**config.mk**
```make
export PLATFORM = sky130hd
export DESIGN_NAME = xdw_cmd
export DESIGN_NICKNAME = d
export VERILOG_FILES = /design/src/xdw_pkg.sv /design/src/xdw_cmd.sv
export SDC_FILE = /design/constraint.sdc
export NUM_CORES = 1
export LEC_CHECK = 0
export BUFFER_PORTS_ARGS = -buffer_cell sky130_fd_sc_hd__buf_2
export CAP_MARGIN = 20
export CELL_PAD_IN_SITES_DETAIL_PLACEMENT = 1
export CELL_PAD_IN_SITES_GLOBAL_PLACEMENT = 2
export CORE_MARGIN = 2
export CORE_UTILIZATION = 36
export DETAILED_ROUTE_END_ITERATION = 10
export HOLD_SLACK_MARGIN = 0.02
export PLACE_DENSITY = 0.81
export SLEW_MARGIN = 20
export SYNTH_ARGS = -nofsm -noshare
export SYNTH_HDL_FRONTEND = slang
export SYNTH_SLANG_ARGS = --single-unit
```
**constraint.sdc**
```tcl
create_clock -name core_clk -period 7 [get_ports core_clk]
set_input_delay 1.4 -clock core_clk [delete_from_list [all_inputs] [get_ports core_clk]]
set_output_delay 1.4 -clock core_clk [all_outputs]
set_load 0.01 [all_outputs]
```
**src/xdw_pkg.sv**
```systemverilog
// Purpose: constants for the extended-address dma write command block
// Assumes: register port with 3-bit address, 8-bit data, read data one cycle later
// Notes: register offsets are local choices
// Operation
// RULE1 - command code 35h is accepted as the extended-address dma write
// RULE2 - host never sends this command to a packet-command device
// RULE3 - each parameter register keeps current and previous written byte
// RULE4 - length is previous count high, current count low; zero means 65,536
// RULE5 - address low three bytes from current, upper three from previous
// RULE6 - host sets address-mode bit and names the target unit
// RULE7 - host waits for unit ready and programs its dma channel first
// RULE8 - upper byte select clear reads current bytes, set reads previous
// RULE9 - success clears busy, fault, transfer request, error; sets ready
// RULE10 - unrecoverable error ends command, failing address loaded to registers
// RULE11 - failing address low half with select clear, high half with set
// RULE12 - error bit 7 on link crc fault during ultra dma
// RULE13 - error bit 6 when removable media is write protected
// RULE14 - error bit 5 on media change; reporting clears internal change state
// RULE15 - error bit 4 when address not found or out of range without abort
// RULE16 - error bit 3 on media change request; cleared by query or access
// RULE17 - error bit 2 on unsupported command, ultra dma error, range fallback
// RULE18 - error bit 1 when no media present
// RULE19 - error: clear busy and request, set ready, fault on fault, summary
// RULE20 - host writes high byte first, low second, command last
package xdw_pkg;
  localparam logic [2:0] XDW_OFS_FEATURE = 3'h1;
  localparam logic [2:0] XDW_OFS_COUNT = 3'h2;
  localparam logic [2:0] XDW_OFS_ALOW = 3'h3;
  localparam logic [2:0] XDW_OFS_AMID = 3'h4;
  localparam logic [2:0] XDW_OFS_AHIGH = 3'h5;
  localparam logic [2:0] XDW_OFS_DRIVE = 3'h6;
  localparam logic [2:0] XDW_OFS_CMD = 3'h7;
  localparam logic [2:0] XDW_OFS_CTRL = 3'h0;
  localparam logic [7:0] XDW_CMD_WRITE_EXT = 8'h35;
  localparam logic [7:0] XDW_CMD_MEDIA_QUERY = 8'hDA;
  localparam int XDW_ST_BUSY = 7;
  localparam int XDW_ST_READY = 6;
  localparam int XDW_ST_FAULT = 5;
  localparam int XDW_ST_XREQ = 3;
  localparam int XDW_ST_ERR = 0;
  localparam int XDW_ER_CRC = 7;
  localparam int XDW_ER_WP = 6;
  localparam int XDW_ER_MC = 5;
  localparam int XDW_ER_NF = 4;
  localparam int XDW_ER_MCR = 3;
  localparam int XDW_ER_COMMAND_ABORTED = 2;
  localparam int XDW_ER_NM = 1;
  localparam int XDW_DRV_LBA = 6;
  localparam int XDW_DRV_UNIT = 4;
  localparam int XDW_CTRL_HOB = 7;
  localparam logic [7:0] XDW_ZERO8 = 8'h00;
  localparam logic [16:0] XDW_FULL_LEN = 17'h1_0000;
  typedef enum logic [1:0] {XDW_IDLE, XDW_XFER} xdw_state_e;
endpackage

```
**src/xdw_cmd.sv**
```systemverilog
// Purpose: task-file registers and command engine for the extended dma write
// Assumes: the dma data mover is outside; it reports done and error events
// Notes: unknown command codes are aborted when not busy; while busy they are ignored
`timescale 1ns/1ps
module xdw_cmd
  import xdw_pkg::*;
(
  // clock and reset
  input wire logic core_clk,
  input wire logic rst,
  // register port
  input wire logic [2:0] reg_addr,
  input wire logic [7:0] reg_wdata,
  input wire logic reg_wr,
  input wire logic reg_rd,
  output logic [7:0] reg_rdata,
  // media and fault condition inputs
  input wire logic removable,
  input wire logic media_wp,
  input wire logic media_change_evt,
  input wire logic media_change_req,
  input wire logic media_absent,
  input wire logic dev_fault,
  // data mover events
  input wire logic xfer_done,
  input wire logic xfer_err,
  input wire logic [47:0] xfer_err_addr,
  input wire logic err_ultra,
  input wire logic err_crc,
  input wire logic err_not_found,
  input wire logic err_range,
  // command outputs
  output logic xfer_start,
  output logic [47:0] xfer_addr,
  output logic [16:0] xfer_len
);
  import xdw_pkg::*;

  ////////////////////////////////////////////////////////////////////////////
  // registers
  xdw_state_e state_reg;
  logic [7:0] cur_reg [5];
  logic [7:0] prev_reg [5];
  logic [7:0] drive_reg, ctrl_reg, err_reg, stat_reg, rdata_reg;
  logic mc_pend_reg, start_reg;
  logic [47:0] addr_reg;
  logic [16:0] len_reg;

  ////////////////////////////////////////////////////////////////////////////
  // decode
  wire cmd_wr = reg_wr && reg_addr == XDW_OFS_CMD;
  wire busy = stat_reg[XDW_ST_BUSY];
  wire is_write_ext = reg_wdata == XDW_CMD_WRITE_EXT;
  wire is_query = reg_wdata == XDW_CMD_MEDIA_QUERY;
  wire upper_byte_select = ctrl_reg[XDW_CTRL_HOB];
  wire [15:0] cnt16 = {prev_reg[1], cur_reg[1]};
  wire [47:0] start_addr = {prev_reg[4], prev_reg[3], prev_reg[2],
                            cur_reg[4], cur_reg[3], cur_reg[2]};
  wire [16:0] len_next = (cnt16 == 16'h0000) ? XDW_FULL_LEN : {1'b0, cnt16};
  wire mc_now = mc_pend_reg || media_change_evt;
  wire media_ok = !(removable && (media_wp || mc_now || media_absent ||
                                  media_change_req));
  wire done_ev = state_reg == XDW_XFER && xfer_done;
  wire fail_ev = state_reg == XDW_XFER && xfer_err;
  wire start_ev = cmd_wr && !busy && is_write_ext && media_ok;
  wire media_err = cmd_wr && !busy && is_write_ext && !media_ok;
  wire abort_cmd = cmd_wr && !busy && !is_write_ext && !is_query;
  wire media_access = start_ev || (cmd_wr && !busy && is_query);
  wire [7:0] err_media = {1'b0,
                          removable && media_wp,
                          removable && mc_now,
                          1'b0,
                          removable && media_change_req,
                          1'b0,
                          removable && media_absent,
                          1'b0};
  wire nf_bit = err_not_found || (err_range && !err_ultra);
  wire [7:0] err_xfer = {err_ultra && err_crc,
                         1'b0,
                         1'b0,
                         nf_bit,
                         1'b0,
                         err_ultra || (err_range && !nf_bit),
                         1'b0,
                         1'b0};
  wire [7:0] err_next = fail_ev ? err_xfer : media_err ? err_media :
                        abort_cmd ? 8'h04 : XDW_ZERO8;
  wire err_any = |err_next;
  wire ending = done_ev || fail_ev || media_err || abort_cmd;
  wire [7:0] stat_end = {1'b0, 1'b1, dev_fault && err_any, 1'b0, 3'b000, err_any};
  wire [7:0] stat_go = {1'b1, 1'b0, 1'b0, 1'b0, 3'b000, 1'b0};
  wire [7:0] stat_next = start_ev ? stat_go : ending ? stat_end : stat_reg;
  wire [7:0] unit_bit = {3'b000, drive_reg[XDW_DRV_UNIT], 4'h0};
  wire [2:0] ri = reg_addr - XDW_OFS_COUNT;
  wire in_param = reg_addr >= XDW_OFS_COUNT && reg_addr <= XDW_OFS_AHIGH;
  wire [7:0] rd_param = upper_byte_select ? prev_reg[ri + 3'd1] : cur_reg[ri + 3'd1];
  wire [7:0] rd_next = !reg_rd ? XDW_ZERO8 :
                       reg_addr == XDW_OFS_FEATURE ? err_reg :
                       reg_addr == XDW_OFS_CMD ? stat_reg :
                       reg_addr == XDW_OFS_DRIVE ? (drive_reg & 8'h50) | unit_bit :
                       reg_addr == XDW_OFS_CTRL ? ctrl_reg :
                       in_param ? rd_param : XDW_ZERO8;

  ////////////////////////////////////////////////////////////////////////////
  // parameter history, one entry per register
  genvar g;
  generate
    for (g = 0; g < 5; g++) begin : g_param
      wire wr_hit = reg_wr && !busy && reg_addr == XDW_OFS_FEATURE + 3'(g);
      // RULE10 failing address
      wire ld_fail = fail_ev && g >= 2;
      localparam int LO_BIT = (g >= 2) ? (g - 2) * 8 : 0;
      localparam int HI_BIT = (g >= 2) ? (g + 1) * 8 : 0;
      // RULE3 current and previous
      always_ff @(posedge core_clk or posedge rst) begin
        if (rst) begin
          cur_reg[g] <= XDW_ZERO8;
          prev_reg[g] <= XDW_ZERO8;
        end else if (ld_fail) begin
          // RULE11 failing address halves
          cur_reg[g] <= xfer_err_addr[LO_BIT +: 8];
          prev_reg[g] <= xfer_err_addr[HI_BIT +: 8];
        end else if (wr_hit) begin
          cur_reg[g] <= reg_wdata;
          prev_reg[g] <= cur_reg[g];
        end
      end
    end
  endgenerate

  ////////////////////////////////////////////////////////////////////////////
  // state and status
  always_ff @(posedge core_clk or posedge rst) begin
    if (rst) begin
      state_reg <= XDW_IDLE;
      stat_reg <= 8'h40;
      err_reg <= XDW_ZERO8;
      drive_reg <= XDW_ZERO8;
      ctrl_reg <= XDW_ZERO8;
      mc_pend_reg <= 1'b0;
      start_reg <= 1'b0;
      addr_reg <= 48'h0000_0000_0000;
      len_reg <= 17'h0_0000;
      rdata_reg <= XDW_ZERO8;
    end else begin
      rdata_reg <= rd_next;
      start_reg <= start_ev;
      // RULE9 completion status
      // RULE19 error status
      stat_reg <= stat_next;
      if (start_ev || ending) begin
        // RULE12 crc flag
        // RULE13 RULE15 RULE17 RULE18 error bits
        err_reg <= err_next;
      end
      if (reg_wr && reg_addr == XDW_OFS_DRIVE && !busy) begin
        drive_reg <= reg_wdata;
      end
      if (reg_wr && reg_addr == XDW_OFS_CTRL) begin
        ctrl_reg <= reg_wdata;
      end
      // RULE14 report clears change state
      if (media_err) begin
        mc_pend_reg <= 1'b0;
      end else if (media_change_evt) begin
        mc_pend_reg <= 1'b1;
      end
      // RULE16 request bit cleared by query or access, and by an aborted unknown command
      if (media_access) begin
        err_reg[XDW_ER_MCR] <= 1'b0;
      end
      if (start_ev) begin
        // RULE1 accept code
        state_reg <= XDW_XFER;
        // RULE4 transfer length
        len_reg <= len_next;
        // RULE5 starting address
        addr_reg <= start_addr;
      end else if (done_ev || fail_ev) begin
        state_reg <= XDW_IDLE;
      end
    end
  end

  // RULE8 byte select on reads
  assign reg_rdata = rdata_reg;
  assign xfer_start = start_reg;
  assign xfer_addr = addr_reg;
  assign xfer_len = len_reg;

  ////////////////////////////////////////////////////////////////////////////
  // checks
  AST_START_LEN: assert property (@(posedge core_clk) disable iff (rst)
    start_ev && cnt16 == 16'h0000 |=> xfer_len == XDW_FULL_LEN) // RULE4
    else $error("zero count did not give full length");
  AST_START_ADDR: assert property (@(posedge core_clk) disable iff (rst)
    start_ev |=> xfer_addr == $past(start_addr) && xfer_start) // RULE5
    else $error("start address wrong");
  AST_CODE_START: assert property (@(posedge core_clk) disable iff (rst)
    xfer_start |-> $past(reg_wdata) == XDW_CMD_WRITE_EXT) // RULE1
    else $error("started on a wrong code");
  AST_OK_STATUS: assert property (@(posedge core_clk) disable iff (rst)
    done_ev |=> stat_reg == 8'h40) // RULE9
    else $error("bad completion status");
  AST_ERR_SUMMARY: assert property (@(posedge core_clk) disable iff (rst)
    ending |=> stat_reg[XDW_ST_ERR] == (err_reg != XDW_ZERO8)
               && !stat_reg[XDW_ST_BUSY] && stat_reg[XDW_ST_READY]) // RULE19
    else $error("error summary mismatch");
  AST_FAIL_ADDR: assert property (@(posedge core_clk) disable iff (rst)
    fail_ev |=> {prev_reg[4], prev_reg[3], prev_reg[2], cur_reg[4], cur_reg[3],
                 cur_reg[2]} == $past(xfer_err_addr)) // RULE10
    else $error("failing address not loaded");
  AST_HOB_READ: assert property (@(posedge core_clk) disable iff (rst)
    reg_rd && reg_addr == XDW_OFS_ALOW && !busy |=>
      reg_rdata == ($past(upper_byte_select) ? prev_reg[2] : cur_reg[2]) || $past(fail_ev)) // RULE8
    else $error("byte select read wrong");
  AST_HISTORY: assert property (@(posedge core_clk) disable iff (rst)
    reg_wr && reg_addr == XDW_OFS_COUNT && !busy && !fail_ev |=>
      prev_reg[1] == $past(cur_reg[1]) && cur_reg[1] == $past(reg_wdata)) // RULE3
    else $error("history not kept");
  AST_CRC_BIT: assert property (@(posedge core_clk) disable iff (rst)
    fail_ev && err_ultra && err_crc |=> err_reg[XDW_ER_CRC]
      && err_reg[XDW_ER_COMMAND_ABORTED]) // RULE12
    else $error("crc bits not set");

  AST_LEN_NONZERO: assert property (@(posedge core_clk) disable iff (rst) // RULE4
    start_ev && cnt16 != 16'h0000 |=> xfer_len == {1'b0, $past(cnt16)})
    else $error("nonzero count gave wrong length");

  AST_START_PULSE: assert property (@(posedge core_clk) disable iff (rst) // RULE1
    xfer_start |=> !xfer_start)
    else $error("start pulse too long");

  AST_BUSY_ON_START: assert property (@(posedge core_clk) disable iff (rst) // RULE1
    start_ev |=> stat_reg == 8'h80)
    else $error("busy status not shown on start");

  AST_NO_START_BAD: assert property (@(posedge core_clk) disable iff (rst) // RULE1
    cmd_wr && !is_write_ext |=> !xfer_start)
    else $error("started on another code");

  AST_NO_START_BUSY: assert property (@(posedge core_clk) disable iff (rst) // RULE1
    cmd_wr && busy |=> !xfer_start)
    else $error("started while busy");

  AST_OK_ERR_CLEAR: assert property (@(posedge core_clk) disable iff (rst) // RULE9
    done_ev |=> err_reg == XDW_ZERO8)
    else $error("error flags left after success");

  AST_OK_IDLE: assert property (@(posedge core_clk) disable iff (rst) // RULE9
    done_ev |=> state_reg == XDW_IDLE)
    else $error("engine not idle after success");

  AST_UNIT_READ: assert property (@(posedge core_clk) disable iff (rst) // RULE6
    reg_rd && reg_addr == XDW_OFS_DRIVE |=>
      reg_rdata[XDW_DRV_UNIT] == $past(drive_reg[XDW_DRV_UNIT]))
    else $error("unit select not reflected");

  AST_HOB_PREV: assert property (@(posedge core_clk) disable iff (rst) // RULE8
    reg_rd && reg_addr == XDW_OFS_AHIGH && upper_byte_select |=> reg_rdata == $past(prev_reg[4]))
    else $error("high byte read with select set wrong");

  AST_CUR_COUNT: assert property (@(posedge core_clk) disable iff (rst) // RULE8
    reg_rd && reg_addr == XDW_OFS_COUNT && !upper_byte_select |=> reg_rdata == $past(cur_reg[1]))
    else $error("count read with select clear wrong");

  AST_HOB_MID: assert property (@(posedge core_clk) disable iff (rst) // RULE8
    reg_rd && reg_addr == XDW_OFS_AMID && upper_byte_select |=> reg_rdata == $past(prev_reg[3]))
    else $error("mid byte read with select set wrong");

  AST_RDATA_IDLE: assert property (@(posedge core_clk) disable iff (rst) // RULE8
    !reg_rd |=> reg_rdata == XDW_ZERO8)
    else $error("read data outside read slot");

  AST_FAIL_LOW: assert property (@(posedge core_clk) disable iff (rst) // RULE11
    fail_ev |=> cur_reg[2] == $past(xfer_err_addr[7:0])
      && prev_reg[2] == $past(xfer_err_addr[31:24]))
    else $error("failing low byte pair wrong");

  AST_FAIL_MID: assert property (@(posedge core_clk) disable iff (rst) // RULE11
    fail_ev |=> cur_reg[3] == $past(xfer_err_addr[15:8])
      && prev_reg[3] == $past(xfer_err_addr[39:32]))
    else $error("failing mid byte pair wrong");

  AST_FAIL_HIGH: assert property (@(posedge core_clk) disable iff (rst) // RULE11
    fail_ev |=> cur_reg[4] == $past(xfer_err_addr[23:16])
      && prev_reg[4] == $past(xfer_err_addr[47:40]))
    else $error("failing high byte pair wrong");

  AST_FAIL_IDLE: assert property (@(posedge core_clk) disable iff (rst) // RULE10
    fail_ev |=> state_reg == XDW_IDLE && !stat_reg[XDW_ST_BUSY])
    else $error("error did not end the command");

  AST_FAIL_KEEP_COUNT: assert property (@(posedge core_clk) disable iff (rst) // RULE10
    fail_ev |=> $stable(cur_reg[1]))
    else $error("count touched on error");

  AST_WP_BIT: assert property (@(posedge core_clk) disable iff (rst) // RULE13
    media_err && media_wp |=> err_reg[XDW_ER_WP])
    else $error("write protect bit missing");

  AST_MEDIA_NO_START: assert property (@(posedge core_clk) disable iff (rst) // RULE13
    media_err |=> !xfer_start && stat_reg[XDW_ST_ERR])
    else $error("media error did not refuse the command");

  AST_MC_BIT: assert property (@(posedge core_clk) disable iff (rst) // RULE14
    media_err && mc_now |=> err_reg[XDW_ER_MC] && !mc_pend_reg)
    else $error("media change not reported or not cleared");

  AST_MC_SET: assert property (@(posedge core_clk) disable iff (rst) // RULE14
    media_change_evt && !media_err |=> mc_pend_reg)
    else $error("media change not remembered");

  AST_NF_BIT: assert property (@(posedge core_clk) disable iff (rst) // RULE15
    fail_ev && err_not_found |=> err_reg[XDW_ER_NF])
    else $error("not found bit missing");

  AST_RANGE_BIT: assert property (@(posedge core_clk) disable iff (rst) // RULE15
    fail_ev && err_range |=> err_reg[XDW_ER_NF] != err_reg[XDW_ER_COMMAND_ABORTED]
      || err_reg[XDW_ER_NF] && err_ultra)
    else $error("range error reported wrongly");

  AST_MCR_BIT: assert property (@(posedge core_clk) disable iff (rst) // RULE16
    media_err && media_change_req |=> err_reg[XDW_ER_MCR])
    else $error("change request bit missing");

  AST_MCR_HOLD: assert property (@(posedge core_clk) disable iff (rst) // RULE16
    !(start_ev || ending || media_access) |=> $stable(err_reg))
    else $error("error flags changed without a cause");

  AST_MCR_QUERY: assert property (@(posedge core_clk) disable iff (rst) // RULE16
    cmd_wr && !busy && is_query |=> !err_reg[XDW_ER_MCR])
    else $error("query did not clear change request");

  AST_ABORT_BIT: assert property (@(posedge core_clk) disable iff (rst) // RULE17
    abort_cmd |=> err_reg == 8'h04)
    else $error("abort flags wrong");

  AST_ULTRA_COMMAND_ABORTED: assert property (@(posedge core_clk) disable iff (rst) // RULE17
    fail_ev && err_ultra |=> err_reg[XDW_ER_COMMAND_ABORTED])
    else $error("ultra error without abort bit");

  AST_NM_BIT: assert property (@(posedge core_clk) disable iff (rst) // RULE18
    media_err && media_absent |=> err_reg[XDW_ER_NM])
    else $error("no media bit missing");

  AST_FAULT_BIT: assert property (@(posedge core_clk) disable iff (rst) // RULE19
    ending |=> stat_reg[XDW_ST_FAULT] == $past(dev_fault && err_any))
    else $error("fault bit wrong");

  AST_ERR_NO_XREQ: assert property (@(posedge core_clk) disable iff (rst) // RULE19
    ending |=> !stat_reg[XDW_ST_XREQ])
    else $error("transfer request left set");

  AST_NO_WR_BUSY: assert property (@(posedge core_clk) disable iff (rst) // RULE3
    busy && reg_wr && reg_addr == XDW_OFS_COUNT |=> $stable(cur_reg[1]))
    else $error("count written while busy");

  AST_HISTORY_ADDR: assert property (@(posedge core_clk) disable iff (rst) // RULE3
    reg_wr && reg_addr == XDW_OFS_AHIGH && !busy |=>
      prev_reg[4] == $past(cur_reg[4]) && cur_reg[4] == $past(reg_wdata))
    else $error("address history not kept");

  AST_CRC_ONLY_ULTRA: assert property (@(posedge core_clk) disable iff (rst) // RULE12
    fail_ev && !err_ultra |=> !err_reg[XDW_ER_CRC])
    else $error("crc bit outside ultra transfer");

  COV_OK: cover property (@(posedge core_clk) disable iff (rst) done_ev);
  COV_FAIL: cover property (@(posedge core_clk) disable iff (rst) fail_ev);
  COV_MEDIA: cover property (@(posedge core_clk) disable iff (rst) media_err);
  COV_ABORT: cover property (@(posedge core_clk) disable iff (rst) abort_cmd);
endmodule

```
==> run metrics <==
Net Switching approximately 0.55 mW; post-synthesis adder-cell area fraction less than 1%; H-tree depth 4; CP arrival ~4.3 ns; cts hold-fix bufs 0; Clock Latency Late Sink between 0.4 and 0.5 ns; FILL cells approximately 2,600; Final Critical Period between 3 and 4 ns; Power Density 229 nW/um2; Compound-Gate Fraction of Synth Area under 10%; post-DP HPWL about 18,000 um; setup bufs post-CTS 0; dpl ws ~2.6 ns; Clock Tree Buf Depth 2; outcome finished clean; VDD IR max around 0.00015 V; pin count of the biggest net entering global routing 117; Tcrit/Tclk final a little under three fifths; Synth Area per Inst between 10 and 15 um2; Cell Chain, Critical Path buf_2 > inv_1 > ha_1 > and2_0 > and3_1 > a211o_1 > a31oi_1 > a211oi_1; Wirelength per Cell ~22 um; area share of and/or/nand/nor cells after synthesis 15.2%; Seq pwr share 47.7%; Seq/Total Area, Yosys between 50% and 60%; multiplexer area fraction after synthesis between 15 and 20%; Setup TNS 0 ns; Remaining DRCs 0; Slew Limit Fails 0; Reg area 4430 um2; DRT iter0 DRCs 336; LEAKAGE just over 5 nW; Routability Congestion roughly 0.86; measured slew at the worst slew-check pin 1.08 ns; placed insts roughly 1,200; gr usage total between 20 and 25%; post-synth cell types 52; Crit-path slowest cell ha_1; Setup Skew slightly above 0.009 ns; CTS resizes 0; Finished Layout Cells between 1,000 and 1,500; Remaining Overflow, GRT 0; DR vias 6,431; Final Setup Violations 0; Post-Syn Instances around 770; vias per cell 5.40; most common cell after layout, fill and taps aside nand2_1; Worst setup EP type register; most frequent cells in the layout nand2_1 (238), dfrtp_1 (176), buf_2 (148); Clock Sinks 177; Worst Setup Slack, final 3.06 ns; clk root buf clkbuf_16; final hold vios 0; fmax approximately 0.25 GHz; Top FF cell, synth dfrtp_1; Area Overhead vs Synth 18.7%; hold_ws between 0.4 and 0.5 ns; final-stage net count between 900 and 1,000; RSZ-0062 raised after global routing no; I/O Pins 149; Routed WL about 26,000 um; number of synthesized register bits approximately 180; Post-Syn Nets 848; Reg clk slew, reported paths around 0.070 ns; Max stage delay on crit path 0.94 ns; CTS tree built; Core ar. about 22,000 um2; die area between 20,000 and 25,000 um2; R2R Setup Slk 4.46 ns; Post-synth EDFFs 0; XOR/XNOR share of the synthesized area less than 1%; Chip Width 155 um; CP startpoint kind input pin; sw frac around a quarter; WP buf/inv 2; Syn. warnings 0; Worst Hold Class register to register; Largest register FFs 48; Crit Path Class input pin to register; delay-heaviest family, CP simple AND/OR/NAND/NOR gates; synthesized area slightly above 8000 um2; cts bufs inserted 17; Power Total roughly 2.2 mW; vias in the first global route 6,672; Die Span Y 155 um; MaxCap Viol Count 0; antenna-violating nets left 0; antenna violations before repair 1; Synth async-reset ratio between 90% and 100%; Internal Power 1.68 mW; share of power burned in the clock network a little under half; PortBufs 148; num rows 55; Rel. slew slack between 20% and 30%; DR pass1 iterations 5; Worst Path Max Fanout 22; Initial Util between 30% and 40%; share of cells above drive strength 1 28.2%; first-pass GRT wire length between 40,000 and 50,000 um; diodes inserted 0; combinational family with the most area after synthesis multiplexers; Worst Path Required roughly 7.3 ns; Multi-input gate area roughly 3500 um2; combinational power share 6.7%
tightest hold or removal path: cells and delay by family, from the launching register on:
kind	cells	cell delay, ns
AND/OR/NAND/NOR	2	0.10
flip-flops	1	0.34
cell families (layout without fill, tap and decap cells):
kind of cell             after synthesis  after routing
AO/OA/AOI/OAI                        126            126
XOR/XNOR                               2              2
adder cells (fa/ha/maj)                5              5
buffers and inverters                 58            197
flip-flops                           177            177
multiplexers                         106            106
AND/OR/NAND/NOR                      294            294
final cells by class:
cell class,count,share of cell area (%)
repair buffers,154,8.10
flip-flops and latches,177,45.7
well taps,285,3.67
inverters,11,0.516
clock buffers,19,4.56
clock inverters,13,1.79
multi-input cells,533,35.7
cells in the mapped netlist, types with 3 or more instances:
library cell | count | area share (%)
nand2_1 | 238 | 11
dfrtp_1 | 176 | 54
o21ai_0 | 58 | 3.6
mux2i_1 | 48 | 5.9
mux2_2 | 42 | 5.8
clkbuf_1 | 25 | 1.1
a22o_1 | 16 | 1.7
mux4_2 | 16 | 4.4
nand3_1 | 16 | 0.98
buf_2 | 10 | 0.61
inv_1 | 10 | 0.46
a31oi_1 | 9 | 0.69
nor2_1 | 9 | 0.41
a21oi_1 | 8 | 0.49
nor2b_1 | 7 | 0.54
o22ai_1 | 7 | 0.54
buf_6 | 6 | 0.83
a32o_1 | 5 | 0.61
buf_4 | 5 | 0.46
ha_1 | 5 | 0.77
nor4_1 | 5 | 0.38
a22oi_1 | 4 | 0.37
a211o_1 | 3 | 0.32
a211oi_1 | 3 | 0.28
a32oi_1 | 3 | 0.32
or4_1 | 3 | 0.28
power groups by stage:
stage	Sequential, mW	Combinational [mW]	Clock (mW)
6_report	1.06	0.148	1.01
5_1_grt	1.06	0.165	1.07
4_1_cts	1.06	0.150	1.03
3_5_place_dp	1.08	0.149	0
3_3_place_gp	1.08	0.146	0
2_1_floorplan	1.07	0.0943	0
metrics by stage:
stage          area (um2)  util (%)
3_3_place_gp         9070      40.4
5_1_grt              9700      43.3
3_5_place_dp         9080      40.5
4_1_cts              9690      43.2
2_1_floorplan        8170         -
6_report             9700      43.3
final timing paths:
path / startpoint / to / cells after the start
hold reg to reg: xfer_addr[13]$_DFFE_PP0N_ / xfer_addr[13]$_DFFE_PP0N_ / 2
max in group asynchronous: rst / ctrl_reg[2]$_DFFE_PP0P_ / 3
hold / removal: xfer_addr[13]$_DFFE_PP0N_ / xfer_addr[13]$_DFFE_PP0N_ / 2
setup reg to reg: mc_pend_reg$_DFFE_PP0P_ / stat_reg[5]$_DFFE_PP0P_ / 6
min in group asynchronous: rst / xfer_addr[33]$_DFFE_PP0N_ / 2
setup / recovery: reg_addr[0] / reg_rdata[6]$_DFF_PP0_ / 8
metal layers:
metal  vias up  wire [um]  GRT usage, %
met4         2        395          6.22
li1       2926          -             -
met5         -         15             0
met1      3279      12100          32.0
met2       198      11800          33.9
met3        26       1360          4.71
(Power assumes the default switching activity.)
